## src/verilog/fci_map.svh

```systemverilog
// fci_map.svh: offsets, fields, codes and timing counts
// assumes: included by its bare name from every file using its macros
`ifndef FCI_MAP_SVH
`define FCI_MAP_SVH

// own register offsets (apb byte addresses)
`define FCI_REG_CTRL 12'h000
`define FCI_REG_ADDR 12'h004
`define FCI_REG_WDATA 12'h008
`define FCI_REG_STAT 12'h00c

// control register fields
`define FCI_CTRL_OP 3:0
`define FCI_CTRL_GO 4
`define FCI_CTRL_PWRDN 8

// operation codes written to the op field
`define FCI_OP_ARRAY 4'h0
`define FCI_OP_IDENT 4'h1
`define FCI_OP_STATUS 4'h2
`define FCI_OP_CLEAR 4'h3
`define FCI_OP_ERASE 4'h4
`define FCI_OP_SUSPEND 4'h5
`define FCI_OP_RESUME 4'h6
`define FCI_OP_WRITE 4'h7

// command bytes of the memory
`define FCI_CMD_ARRAY 8'hff
`define FCI_CMD_IDENT 8'h90
`define FCI_CMD_STATUS 8'h70
`define FCI_CMD_CLEAR 8'h50
`define FCI_CMD_ERASE 8'h20
`define FCI_CMD_CONFIRM 8'hd0
`define FCI_CMD_SUSPEND 8'hb0
`define FCI_CMD_WRITE 8'h40
`define FCI_CMD_WRITE_ALT 8'h10

// status byte fields
`define FCI_SB_READY 7
`define FCI_SB_SUSP 6
`define FCI_SB_ERASE_ERR 5
`define FCI_SB_WRITE_ERR 4
`define FCI_SB_LOW 3
`define FCI_SB_MASK 8'hf8

// bus timing in ns and derived cycle counts (least times, round up)
`define FCI_CLK_NS 4
`define FCI_T_SETUP_NS 10
`define FCI_T_WPULSE_NS 50
`define FCI_T_ACCESS_NS 90
`define FCI_T_HOLD_NS 10
`define FCI_T_GAP_NS 30
`define FCI_CYC(ns) (((ns) + `FCI_CLK_NS - 1) / `FCI_CLK_NS)
`define FCI_SETUP_CYC `FCI_CYC(`FCI_T_SETUP_NS)
`define FCI_WPULSE_CYC `FCI_CYC(`FCI_T_WPULSE_NS)
`define FCI_ACCESS_CYC `FCI_CYC(`FCI_T_ACCESS_NS)
`define FCI_HOLD_CYC `FCI_CYC(`FCI_T_HOLD_NS)
`define FCI_GAP_CYC `FCI_CYC(`FCI_T_GAP_NS)

`endif

```

## src/verilog/fci_pkg.sv

```systemverilog
// fci_pkg: types of the flash command controller
// assumes: fci_map.svh holds the numbers
package fci_pkg;
    typedef enum logic [2:0] {
        S_IDLE, S_CMD1, S_CMD2, S_READ, S_POLL
    } fci_seq_t;
    typedef enum logic [2:0] {
        E_IDLE, E_SETUP, E_STROBE, E_HOLD, E_GAP
    } fci_eng_t;
endpackage : fci_pkg

```

## src/verilog/fci_cyc_if.sv

```systemverilog
// fci_cyc_if: one memory bus cycle request and its answer
// assumes: one clock; req is a one-cycle pulse while engine idle
`timescale 1ns/10ps
`default_nettype none
interface fci_cyc_if;
    logic req;
    logic wr;
    logic [19:0] addr;
    logic [7:0] wdata;
    logic done;
    logic [7:0] rdata;
    modport ctl (output req, wr, addr, wdata, input done, rdata);
    modport eng (input req, wr, addr, wdata, output done, rdata);
endinterface : fci_cyc_if
`default_nettype wire

```

## src/verilog/fci_host.sv

```systemverilog
// fci_host: apb driven controller for a byte wide flash command port
// assumes: apb master on MCLK, memory pins synchronous to MCLK
//
// Overview of operation
// - write strobe low while selected latches
// - release select or output drive between reads
// - erase is 20h then d0h, same block
// - b0h suspends erase, d0h resumes it
// - 40h or 10h, then address and data
// - status bits 2 to 0 masked off
// - clear status after supply low seen
// - check ready before reading error flags
// - write only defined command bytes
`timescale 1ns/10ps
`default_nettype none
`include "fci_map.svh"
module fci_host
    import fci_pkg::*;
(
    // clock and reset
    input wire logic MCLK,
    input wire logic RSTN,
    // apb slave
    input wire logic PSEL,
    input wire logic PENABLE,
    input wire logic PWRITE,
    input wire logic [11:0] PADDR,
    input wire logic [31:0] PWDATA,
    output logic [31:0] PRDATA,
    output logic PREADY,
    output logic PSLVERR,
    // memory bus pins
    output logic [19:0] MEM_ADDR,
    output logic [7:0] MEM_DQ_O,
    output logic MEM_DQ_OE,
    input wire logic [7:0] MEM_DQ_I,
    output logic CHIP_SELECT_N,
    output logic OUTPUT_DRIVE_N,
    output logic WRITE_STROBE_N,
    // powerdown and ready pins
    output logic POWERDOWN_RESET_N,
    input wire logic READY_BUSY_OUT
);
    fci_cyc_if cyc ();

    fci_seq_t st_r;
    logic [3:0] op_r;
    logic [3:0] ctrl_op_r;
    logic [19:0] addr_r;
    logic [7:0] wdata_r;
    logic [19:0] op_addr_r;
    logic [7:0] op_data_r;
    logic pwrdn_r;
    logic done_r;
    logic refused_r;
    logic low_seen_r;
    logic [7:0] rdata_r;
    logic [7:0] status_r;
    logic req_r;
    logic wr_r;
    logic [19:0] req_addr_r;
    logic [7:0] req_data_r;
    logic [7:0] last_cmd_r;
    logic [19:0] last_addr_r;
    logic acc;
    logic wr_acc;
    logic start;
    logic start_ok;
    logic poll_end;

    ////////////////////////////////////////////////////////////////////
    // operation decode
    function automatic logic op_valid(input logic [3:0] op);
        return op <= `FCI_OP_WRITE;
    endfunction : op_valid

    // first command byte of each operation
    function automatic logic [7:0] op_cmd(input logic [3:0] op);
        logic [7:0] cmd;
        cmd = `FCI_CMD_STATUS;
        unique case (op)
            `FCI_OP_ARRAY: cmd = `FCI_CMD_ARRAY;
            `FCI_OP_IDENT: cmd = `FCI_CMD_IDENT;
            `FCI_OP_STATUS: cmd = `FCI_CMD_STATUS;
            `FCI_OP_CLEAR: cmd = `FCI_CMD_CLEAR;
            `FCI_OP_ERASE: cmd = `FCI_CMD_ERASE;
            `FCI_OP_SUSPEND: cmd = `FCI_CMD_SUSPEND;
            `FCI_OP_RESUME: cmd = `FCI_CMD_CONFIRM;
            `FCI_OP_WRITE: cmd = `FCI_CMD_WRITE;
            default: cmd = `FCI_CMD_STATUS;
        endcase
        return cmd;
    endfunction : op_cmd

    // operations that change the array
    function automatic logic op_alters(input logic [3:0] op);
        return op == `FCI_OP_ERASE || op == `FCI_OP_WRITE;
    endfunction : op_alters

    // operations that end in status polling
    function automatic logic op_polls(input logic [3:0] op);
        return op_alters(op) || op == `FCI_OP_SUSPEND ||
               op == `FCI_OP_RESUME;
    endfunction : op_polls

    // operations that end in one read
    function automatic logic op_reads(input logic [3:0] op);
        return op == `FCI_OP_ARRAY || op == `FCI_OP_IDENT ||
               op == `FCI_OP_STATUS;
    endfunction : op_reads

    ////////////////////////////////////////////////////////////////////
    // apb decode
    assign acc = PSEL && PENABLE && PREADY;
    assign wr_acc = acc && PWRITE;
    assign start = wr_acc && PADDR == `FCI_REG_CTRL &&
                   PWDATA[`FCI_CTRL_GO];
    // supply low must be cleared before array changes
    assign start_ok = st_r == S_IDLE && op_valid(PWDATA[3:0]) &&
                      !(op_alters(PWDATA[3:0]) && low_seen_r);

    // one wait state, then answer
    always_ff @(posedge MCLK or negedge RSTN) begin
        if (!RSTN) begin
            PREADY <= 1'b0;
            PSLVERR <= 1'b0;
            PRDATA <= 32'h00000000;
        end else begin
            PREADY <= PSEL && PENABLE && !PREADY;
            PSLVERR <= 1'b0;
            PRDATA <= 32'h00000000;
            if (PSEL && PENABLE && !PREADY) begin
                unique case (PADDR)
                    `FCI_REG_CTRL: PRDATA <= {23'h000000, pwrdn_r,
                                              4'h0, ctrl_op_r};
                    `FCI_REG_ADDR: PRDATA <= {12'h000, addr_r};
                    `FCI_REG_WDATA: PRDATA <= {24'h000000, wdata_r};
                    `FCI_REG_STAT: PRDATA <= {8'h00, status_r, rdata_r,
                                              3'h0, READY_BUSY_OUT,
                                              low_seen_r, refused_r,
                                              done_r, st_r != S_IDLE};
                    default: PSLVERR <= 1'b1;
                endcase
            end
        end
    end

    // software registers
    always_ff @(posedge MCLK or negedge RSTN) begin
        if (!RSTN) begin
            ctrl_op_r <= `FCI_OP_ARRAY;
            addr_r <= 20'h00000;
            wdata_r <= 8'h00;
            pwrdn_r <= 1'b0;
        end else if (wr_acc) begin
            unique case (PADDR)
                `FCI_REG_CTRL: begin
                    ctrl_op_r <= PWDATA[`FCI_CTRL_OP];
                    pwrdn_r <= PWDATA[`FCI_CTRL_PWRDN];
                end
                `FCI_REG_ADDR: addr_r <= PWDATA[19:0];
                `FCI_REG_WDATA: wdata_r <= PWDATA[7:0];
                default: ;
            endcase
        end
    end

    // powerdown pin, memory returns to array mode on release
    always_ff @(posedge MCLK or negedge RSTN) begin
        if (!RSTN) begin
            POWERDOWN_RESET_N <= 1'b1;
        end else begin
            POWERDOWN_RESET_N <= !pwrdn_r;
        end
    end

    ////////////////////////////////////////////////////////////////////
    // operation sequencer and bus cycle requests
    assign poll_end = cyc.done && cyc.rdata[`FCI_SB_READY] &&
                      (op_r != `FCI_OP_SUSPEND ||
                       cyc.rdata[`FCI_SB_SUSP]);

    always_ff @(posedge MCLK or negedge RSTN) begin
        if (!RSTN) begin
            st_r <= S_IDLE;
            op_r <= `FCI_OP_ARRAY;
            op_addr_r <= 20'h00000;
            op_data_r <= 8'h00;
            req_r <= 1'b0;
            wr_r <= 1'b0;
            req_addr_r <= 20'h00000;
            req_data_r <= 8'h00;
        end else begin
            req_r <= 1'b0;
            unique case (st_r)
                S_IDLE: if (start && start_ok) begin
                    op_r <= PWDATA[3:0];
                    op_addr_r <= addr_r;
                    op_data_r <= wdata_r;
                    req_r <= 1'b1;
                    wr_r <= 1'b1;
                    req_addr_r <= addr_r;
                    req_data_r <= op_cmd(PWDATA[3:0]);
                    st_r <= S_CMD1;
                end
                S_CMD1: if (cyc.done) begin
                    req_r <= op_r != `FCI_OP_CLEAR &&
                             op_r != `FCI_OP_ARRAY &&
                             op_r != `FCI_OP_IDENT &&
                             op_r != `FCI_OP_STATUS ||
                             op_reads(op_r);
                    req_addr_r <= op_addr_r;
                    if (op_alters(op_r)) begin
                        // second write goes back to back
                        wr_r <= 1'b1;
                        req_data_r <= op_r == `FCI_OP_ERASE ?
                                      `FCI_CMD_CONFIRM : op_data_r;
                        st_r <= S_CMD2;
                    end else if (op_reads(op_r)) begin
                        wr_r <= 1'b0;
                        st_r <= S_READ;
                    end else if (op_polls(op_r)) begin
                        wr_r <= 1'b0;
                        st_r <= S_POLL;
                    end else begin
                        st_r <= S_IDLE;
                    end
                end
                S_CMD2: if (cyc.done) begin
                    // memory now answers with the status byte
                    req_r <= 1'b1;
                    wr_r <= 1'b0;
                    st_r <= S_POLL;
                end
                S_READ: if (cyc.done) begin
                    st_r <= S_IDLE;
                end
                S_POLL: if (poll_end) begin
                    st_r <= S_IDLE;
                end else if (cyc.done) begin
                    // each poll is a fresh read cycle
                    req_r <= 1'b1;
                end
                default: st_r <= S_IDLE;
            endcase
        end
    end

    assign cyc.req = req_r;
    assign cyc.wr = wr_r;
    assign cyc.addr = req_addr_r;
    assign cyc.wdata = req_data_r;

    ////////////////////////////////////////////////////////////////////
    // results: read data, status seen once ready, sticky flags
    always_ff @(posedge MCLK or negedge RSTN) begin
        if (!RSTN) begin
            rdata_r <= 8'h00;
            status_r <= 8'h80;
        end else if (cyc.done && !cyc.wr) begin
            rdata_r <= cyc.rdata;
            if (poll_end && st_r == S_POLL) begin
                status_r <= cyc.rdata & `FCI_SB_MASK;
            end
        end
    end

    // flags: set by hardware wins over clear by a new start
    always_ff @(posedge MCLK or negedge RSTN) begin
        if (!RSTN) begin
            done_r <= 1'b0;
            refused_r <= 1'b0;
            low_seen_r <= 1'b0;
        end else begin
            if (start) begin
                done_r <= 1'b0;
                refused_r <= !start_ok;
            end
            if ((st_r == S_POLL && poll_end) ||
                (st_r == S_READ && cyc.done) ||
                (st_r == S_CMD1 && cyc.done && op_r == `FCI_OP_CLEAR)) begin
                done_r <= 1'b1;
            end
            if (st_r == S_CMD1 && cyc.done && op_r == `FCI_OP_CLEAR) begin
                low_seen_r <= 1'b0;
            end
            if (st_r == S_POLL && poll_end && cyc.rdata[`FCI_SB_LOW]) begin
                low_seen_r <= 1'b1;
            end
        end
    end

    // last byte written, command or data, for sequence checks
    always_ff @(posedge MCLK or negedge RSTN) begin
        if (!RSTN) begin
            last_cmd_r <= 8'h00;
            last_addr_r <= 20'h00000;
        end else if (cyc.req && cyc.wr) begin
            last_cmd_r <= cyc.wdata;
            last_addr_r <= cyc.addr;
        end
    end

    ////////////////////////////////////////////////////////////////////
    // bus cycle engine
    fci_bus_cycle u_cycle (
        .clk (MCLK),
        .rst_n (RSTN),
        .c (cyc.eng),
        .addr_o (MEM_ADDR),
        .dq_o (MEM_DQ_O),
        .dq_oe (MEM_DQ_OE),
        .dq_i (MEM_DQ_I),
        .cs_n (CHIP_SELECT_N),
        .oe_n (OUTPUT_DRIVE_N),
        .we_n (WRITE_STROBE_N)
    );
endmodule : fci_host
`default_nettype wire

```

## src/verilog/fci_bus_cycle.sv

```systemverilog
// fci_bus_cycle: runs one read or write cycle on the memory pins
// assumes: memory pins synchronous to clk, dq is split into i/o/oe
`timescale 1ns/10ps
`default_nettype none
`include "fci_map.svh"
module fci_bus_cycle
    import fci_pkg::*;
(
    // clock and reset
    input wire logic clk,
    input wire logic rst_n,
    // request side
    fci_cyc_if.eng c,
    // memory pins
    output logic [19:0] addr_o,
    output logic [7:0] dq_o,
    output logic dq_oe,
    input wire logic [7:0] dq_i,
    output logic cs_n,
    output logic oe_n,
    output logic we_n
);
    fci_eng_t state;
    logic [7:0] cnt;
    logic wr_r;
    logic [7:0] rdata_r;

    ////////////////////////////////////////////////////////////////////
    // pin sequencer: setup, strobe, hold, gap with both strobes high
    always_ff @(posedge clk or negedge rst_n) begin
        if (!rst_n) begin
            state <= E_IDLE;
            cnt <= 8'h00;
            wr_r <= 1'b0;
            addr_o <= 20'h00000;
            dq_o <= 8'h00;
            dq_oe <= 1'b0;
            cs_n <= 1'b1;
            oe_n <= 1'b1;
            we_n <= 1'b1;
            rdata_r <= 8'h00;
        end else begin
            unique case (state)
                E_IDLE: if (c.req) begin
                    wr_r <= c.wr;
                    addr_o <= c.addr;
                    dq_o <= c.wdata;
                    dq_oe <= c.wr;
                    cs_n <= 1'b0;
                    cnt <= 8'(`FCI_SETUP_CYC - 1);
                    state <= E_SETUP;
                end
                E_SETUP: if (cnt == 8'h00) begin
                    we_n <= !wr_r;
                    oe_n <= wr_r;
                    cnt <= wr_r ? 8'(`FCI_WPULSE_CYC - 1)
                                : 8'(`FCI_ACCESS_CYC - 1);
                    state <= E_STROBE;
                end else begin
                    cnt <= cnt - 8'h01;
                end
                E_STROBE: if (cnt == 8'h00) begin
                    // rising write strobe latches addr and data
                    we_n <= 1'b1;
                    oe_n <= 1'b1;
                    if (!wr_r) begin
                        rdata_r <= dq_i;
                    end
                    cnt <= 8'(`FCI_HOLD_CYC - 1);
                    state <= E_HOLD;
                end else begin
                    cnt <= cnt - 8'h01;
                end
                E_HOLD: if (cnt == 8'h00) begin
                    cs_n <= 1'b1;
                    dq_oe <= 1'b0;
                    cnt <= 8'(`FCI_GAP_CYC - 1);
                    state <= E_GAP;
                end else begin
                    cnt <= cnt - 8'h01;
                end
                E_GAP: if (cnt == 8'h00) begin
                    state <= E_IDLE;
                end else begin
                    cnt <= cnt - 8'h01;
                end
            endcase
        end
    end

    // answer to the sequencer
    assign c.done = (state == E_GAP) && (cnt == 8'h00);
    assign c.rdata = rdata_r;
endmodule : fci_bus_cycle
`default_nettype wire

```

## config.mk

```make
export PLATFORM = sky130hd
export DESIGN_NAME = fci_host
export DESIGN_NICKNAME = d
export VERILOG_FILES = /design/src/verilog/fci_pkg.sv /design/src/verilog/fci_cyc_if.sv /design/src/verilog/fci_host.sv /design/src/verilog/fci_bus_cycle.sv
export VERILOG_INCLUDE_DIRS = /design/src /design/src/verilog
export SDC_FILE = /design/constraint.sdc
export NUM_CORES = 1
export LEC_CHECK = 0
export BUFFER_PORTS_ARGS = -buffer_cell sky130_fd_sc_hd__buf_2
export CAP_MARGIN = 10
export CORE_ASPECT_RATIO = 1.2
export CORE_MARGIN = 2
export CORE_UTILIZATION = 40
export DETAILED_ROUTE_END_ITERATION = 7
export MAX_ROUTING_LAYER = met4
export REMOVE_ABC_BUFFERS = 1
export SKIP_LAST_GASP = 1
export SYNTH_ARGS = -nofsm -noshare
export SYNTH_HDL_FRONTEND = slang
export SYNTH_SLANG_ARGS = --single-unit
```

## constraint.sdc

```tcl
create_clock -name MCLK -period 2.8 [get_ports MCLK]
set_clock_uncertainty 0.15 [all_clocks]
set_input_delay 0.56 -clock MCLK [delete_from_list [all_inputs] [get_ports MCLK]]
set_output_delay 0.56 -clock MCLK [all_outputs]
set_load 0.02 [all_outputs]
```

==> metrics.txt <==
# TYPE chip_impl_metric gauge
chip_impl_info{name="outcome",value="complete, but fails checks"} 1
chip_impl_info{name="violations",value="negative hold slack"} 1
chip_impl_metric{name="cp_max_fo",unit=""} 7
chip_impl_metric{name="synthToLayoutAreaGrowth",unit="%"} 19.4
chip_impl_metric{name="power_leakage",unit="nW"} 4.94
chip_impl_metric{name="hpwlAfterDp",unit="mm"} 13.5
chip_impl_metric{name="yosys_register_bits",unit=""} 193
chip_impl_metric{name="antenna_cells_inserted",unit=""} 0
chip_impl_metric{name="drt-initial-drc-count",unit=""} 333
chip_impl_metric{name="count_of_max_cap_constraint_violations",unit=""} 0
chip_impl_info{name="r2r_start",value="u_cycle.cnt[0]$_DFFE_PN0P_"} 1
chip_impl_metric{name="pin_count_of_the_biggest_net_entering_global_routing",unit=""} 63
chip_impl_metric{name="crit_arrival",unit="ns"} 2.63
chip_impl_metric{name="mappedNetlistArea",unit="µm²"} 8480
chip_impl_metric{name="synth_edf_count",unit=""} 0
chip_impl_metric{name="cts.repair.resized",unit=""} 0
chip_impl_metric{name="total_of_buffers_placed_on_input_and_output_ports",unit=""} 104
chip_impl_metric{name="gr-total-overflow",unit=""} 0
chip_impl_info{name="endpoint",value="cyc.wdata[4]$_DFFE_PN0P_"} 1
chip_impl_metric{name="die_area",unit="µm²"} 22400
chip_impl_metric{name="cts_num_sinks",unit=""} 193
chip_impl_metric{name="routedWlPerCell",unit="µm"} 17.4
chip_impl_metric{name="finalCriticalPeriod",unit="ns"} 2.46
chip_impl_metric{name="placement_rows",unit=""} 58
chip_impl_metric{name="timing.max_slew.rel_slack",unit=""} 0.622
chip_impl_metric{name="synth_seq_area_share",unit=""} 0.570
chip_impl_metric{name="worst_slew_pin_slew",unit="ns"} 0.567
chip_impl_metric{name="h-tree-depth",unit=""} 4
chip_impl_metric{name="viasPerCell",unit=""} 5.16
chip_impl_metric{name="via_count_of_the_first_global_routing_pass",unit=""} 5688
chip_impl_metric{name="share_of_the_cycle_needed_by_the_critical_path_after_routing",unit=""} 0.879
chip_impl_metric{name="syn_inst",unit=""} 686
chip_impl_metric{name="finish.net_count",unit=""} 880
chip_impl_metric{name="powerDensity",unit="nW/µm²"} 537
chip_impl_metric{name="drive_above_1_share",unit=""} 0.372
chip_impl_metric{name="fin_total_pwr",unit="mW"} 5.44
chip_impl_info{name="rsz0062_at_grt",value="no"} 1
chip_impl_info{name="min-delay-path-class",value="primary input to asynchronous set/reset pin"} 1
chip_impl_metric{name="cts-buffers-inserted",unit=""} 17
chip_impl_info{name="start_kind",value="register"} 1
chip_impl_metric{name="final_max_slew_viol_count",unit=""} 0
chip_impl_metric{name="post-route-drc-count",unit=""} 0
chip_impl_metric{name="postCtsHoldBufs",unit=""} 0
chip_impl_metric{name="post_synth.cell_area_avg",unit="µm²"} 12.4
chip_impl_info{name="clk_root_buffer_cell",value="sky130_fd_sc_hd__clkbuf_16"} 1
chip_impl_metric{name="die_h",unit="µm"} 163
chip_impl_metric{name="cts.path.max_buffers",unit=""} 2
chip_impl_info{name="worstReg2RegEnd",value="cyc.wdata[4]$_DFFE_PN0P_"} 1
chip_impl_metric{name="worst_skew_pair.late_latency",unit="ns"} 0.43
chip_impl_metric{name="fp.dieW",unit="µm"} 137
chip_impl_metric{name="grt_usage",unit=""} 0.186
chip_impl_metric{name="grt_first_pass_wirelength",unit="mm"} 30.8
chip_impl_metric{name="drt_total_wl",unit="mm"} 19.2
chip_impl_metric{name="postCtsSetupBuffers",unit=""} 0
chip_impl_info{name="layout_commonest_cell",value="sky130_fd_sc_hd__dfrtp_1"} 1
chip_impl_metric{name="fin_hold_ws",unit="ns"} -0.0128
chip_impl_metric{name="nFillCells",unit=""} 1931
chip_impl_metric{name="placeable_core_area",unit="µm²"} 20900
chip_impl_metric{name="synth.yosys.warnings",unit=""} 0
chip_impl_info{name="worst-setup-path-type",value="register to register"} 1
chip_impl_info{name="crit_start",value="u_cycle.cnt[0]$_DFFE_PN0P_"} 1
chip_impl_metric{name="grt_antenna_before_repair",unit=""} 0
chip_impl_metric{name="gp_routability_congestion",unit=""} 0.879
chip_impl_metric{name="synth_cell_types",unit=""} 67
chip_impl_metric{name="r2r_cells",unit=""} 7
chip_impl_metric{name="path_clk_slew",unit="ns"} 0.07
chip_impl_metric{name="cp_data_required_time",unit="ns"} 2.96
chip_impl_metric{name="antenna_left",unit=""} 0
chip_impl_metric{name="final-hold-violation-count",unit=""} 12
chip_impl_metric{name="achievable-frequency",unit="GHz"} 0.406
chip_impl_info{name="mostFrequentLayoutCells",value="sky130_fd_sc_hd__dfrtp_1, sky130_fd_sc_hd__mux2_2, sky130_fd_sc_hd__buf_2"} 1
chip_impl_metric{name="ios",unit=""} 125
chip_impl_info{name="tritoncts",value="built"} 1
chip_impl_metric{name="initial_core_utilization",unit=""} 0.406
chip_impl_metric{name="setup.reg_to_reg.worst_slack",unit="ns"} 0.34
chip_impl_metric{name="firstDrtPassIters",unit=""} 5
chip_impl_metric{name="postSynth.asyncResetShare",unit=""} 1.00
chip_impl_info{name="dominantRegCellSynth",value="sky130_fd_sc_hd__dfrtp_1"} 1
chip_impl_metric{name="report.final.setup_viol",unit=""} 0
chip_impl_info{name="critical_path_sink_type",value="register"} 1
chip_impl_metric{name="routed-via-count",unit=""} 5675
chip_impl_metric{name="power.ir.vdd_worst",unit="mV"} 0.405
## worst max-delay path: stages (launching register included)
cell	delay, ns
sky130_fd_sc_hd__dfrtp_1	0.41
sky130_fd_sc_hd__inv_1	0.15
sky130_fd_sc_hd__ha_1	0.18
sky130_fd_sc_hd__nor3b_1	0.28
sky130_fd_sc_hd__nand3_1	0.19
sky130_fd_sc_hd__a221oi_2	0.45
sky130_fd_sc_hd__o211ai_4	0.20
sky130_fd_sc_hd__mux2_1	0.34
## stage by stage
step	area (µm²)	utilization	instances	worst slack, ns	TNS (ns)
after floorplan	8260	-	652	-1.54	-69.44
after global placement	9540	0.456	1068	0.0606	0
after detailed placement	9540	0.456	1068	0.0358	0
after CTS	10100	0.484	1099	0.346	0
after global routing	10100	0.484	1099	0.0987	0
final	10100	0.484	1099	0.337	0
## cells in the mapped netlist (6+ instances only)
| cell type | count | area share |
|---|---|---|
| sky130_fd_sc_hd__a21o_1 | 7 | 0.0062 |
| sky130_fd_sc_hd__a21oi_1 | 42 | 0.025 |
| sky130_fd_sc_hd__and2_1 | 7 | 0.0052 |
| sky130_fd_sc_hd__and3_1 | 6 | 0.0044 |
| sky130_fd_sc_hd__buf_2 | 6 | 0.0035 |
| sky130_fd_sc_hd__buf_4 | 8 | 0.0071 |
| sky130_fd_sc_hd__clkbuf_1 | 19 | 0.0084 |
| sky130_fd_sc_hd__dfrtp_1 | 188 | 0.55 |
| sky130_fd_sc_hd__inv_1 | 21 | 0.0093 |
| sky130_fd_sc_hd__mux2_2 | 106 | 0.14 |
| sky130_fd_sc_hd__mux2i_1 | 35 | 0.041 |
| sky130_fd_sc_hd__nand2_1 | 24 | 0.011 |
| sky130_fd_sc_hd__nand2b_1 | 8 | 0.0059 |
| sky130_fd_sc_hd__nand3_1 | 8 | 0.0047 |
| sky130_fd_sc_hd__nor2_1 | 54 | 0.024 |
| sky130_fd_sc_hd__nor2b_1 | 6 | 0.0044 |
| sky130_fd_sc_hd__nor3_1 | 12 | 0.0071 |
| sky130_fd_sc_hd__nor4_1 | 6 | 0.0044 |
| sky130_fd_sc_hd__o21ai_0 | 33 | 0.019 |
## logic make-up (layout without fill, tap and decap cells)
logic type      count (synthesis)  in the layout  share of synthesized area
fa+ha+maj                       5              5                    0.00738
xor+xnor                        4              4                    0.00413
compound gates                114            114                     0.0834
flops                         193            193                      0.570
buf+inv                        62            198                     0.0378
other cells                     1              8                   0.000442
simple gates                  160            160                      0.101
mux                           147            147                      0.195
## worst min path at each step
stage | from | to | slack (ns) | cells past startpoint
final | RSTN | u_cycle.state[2]$_DFFE_PN0P_ | -0.01 | 1
after global routing | RSTN | u_cycle.state[2]$_DFFE_PN0P_ | 0.02 | 1
after global placement | pwrdn_r$_DFFE_PN0N_ | POWERDOWN_RESET_N$_DFF_PN1_ | 0.27 | 1
after floorplan | RSTN | PRDATA[0]$_DFF_PN0_ | 0.11 | 0
after CTS | RSTN | u_cycle.state[2]$_DFFE_PN0P_ | 0.001 | 1
after detailed placement | pwrdn_r$_DFFE_PN0N_ | POWERDOWN_RESET_N$_DFF_PN1_ | 0.27 | 1
## report_power, final
part,total [mW],internal (mW),leakage [nW],switching [mW]
clock,2.44,1.37,0.281,1.07
combinational,0.192,0.0673,2.12,0.124
sequential,2.81,2.80,2.54,0.00956
## layer usage
| metal | share of wire | GRT usage |
|---|---|---|
| met2 | 0.49 | 0.292 |
| met5 | 0 | - |
| met1 | 0.46 | 0.247 |
| met3 | 0.030 | 0.0307 |
| met4 | 0.016 | 0.0600 |
## final cells by class
class	instances	area (µm²)	share of cell area
multi-input combinational	438	3360	0.332
timing repair buffer	146	920	0.0909
clock buffer	21	460	0.0455
tap	270	338	0.0334
inverter	21	78.8	0.00779
clock inverter	10	124	0.0122
sequential	193	4840	0.478
## state kept, by name, indices dropped and copies added, names as in the netlist, 20 cells and up
register and flops:
PRDATA 24, op_addr_r 20, u_cycle.addr_o 20, cyc.addr 20, addr_r 20
Note: power is estimated with default switching activity, not from simulation.
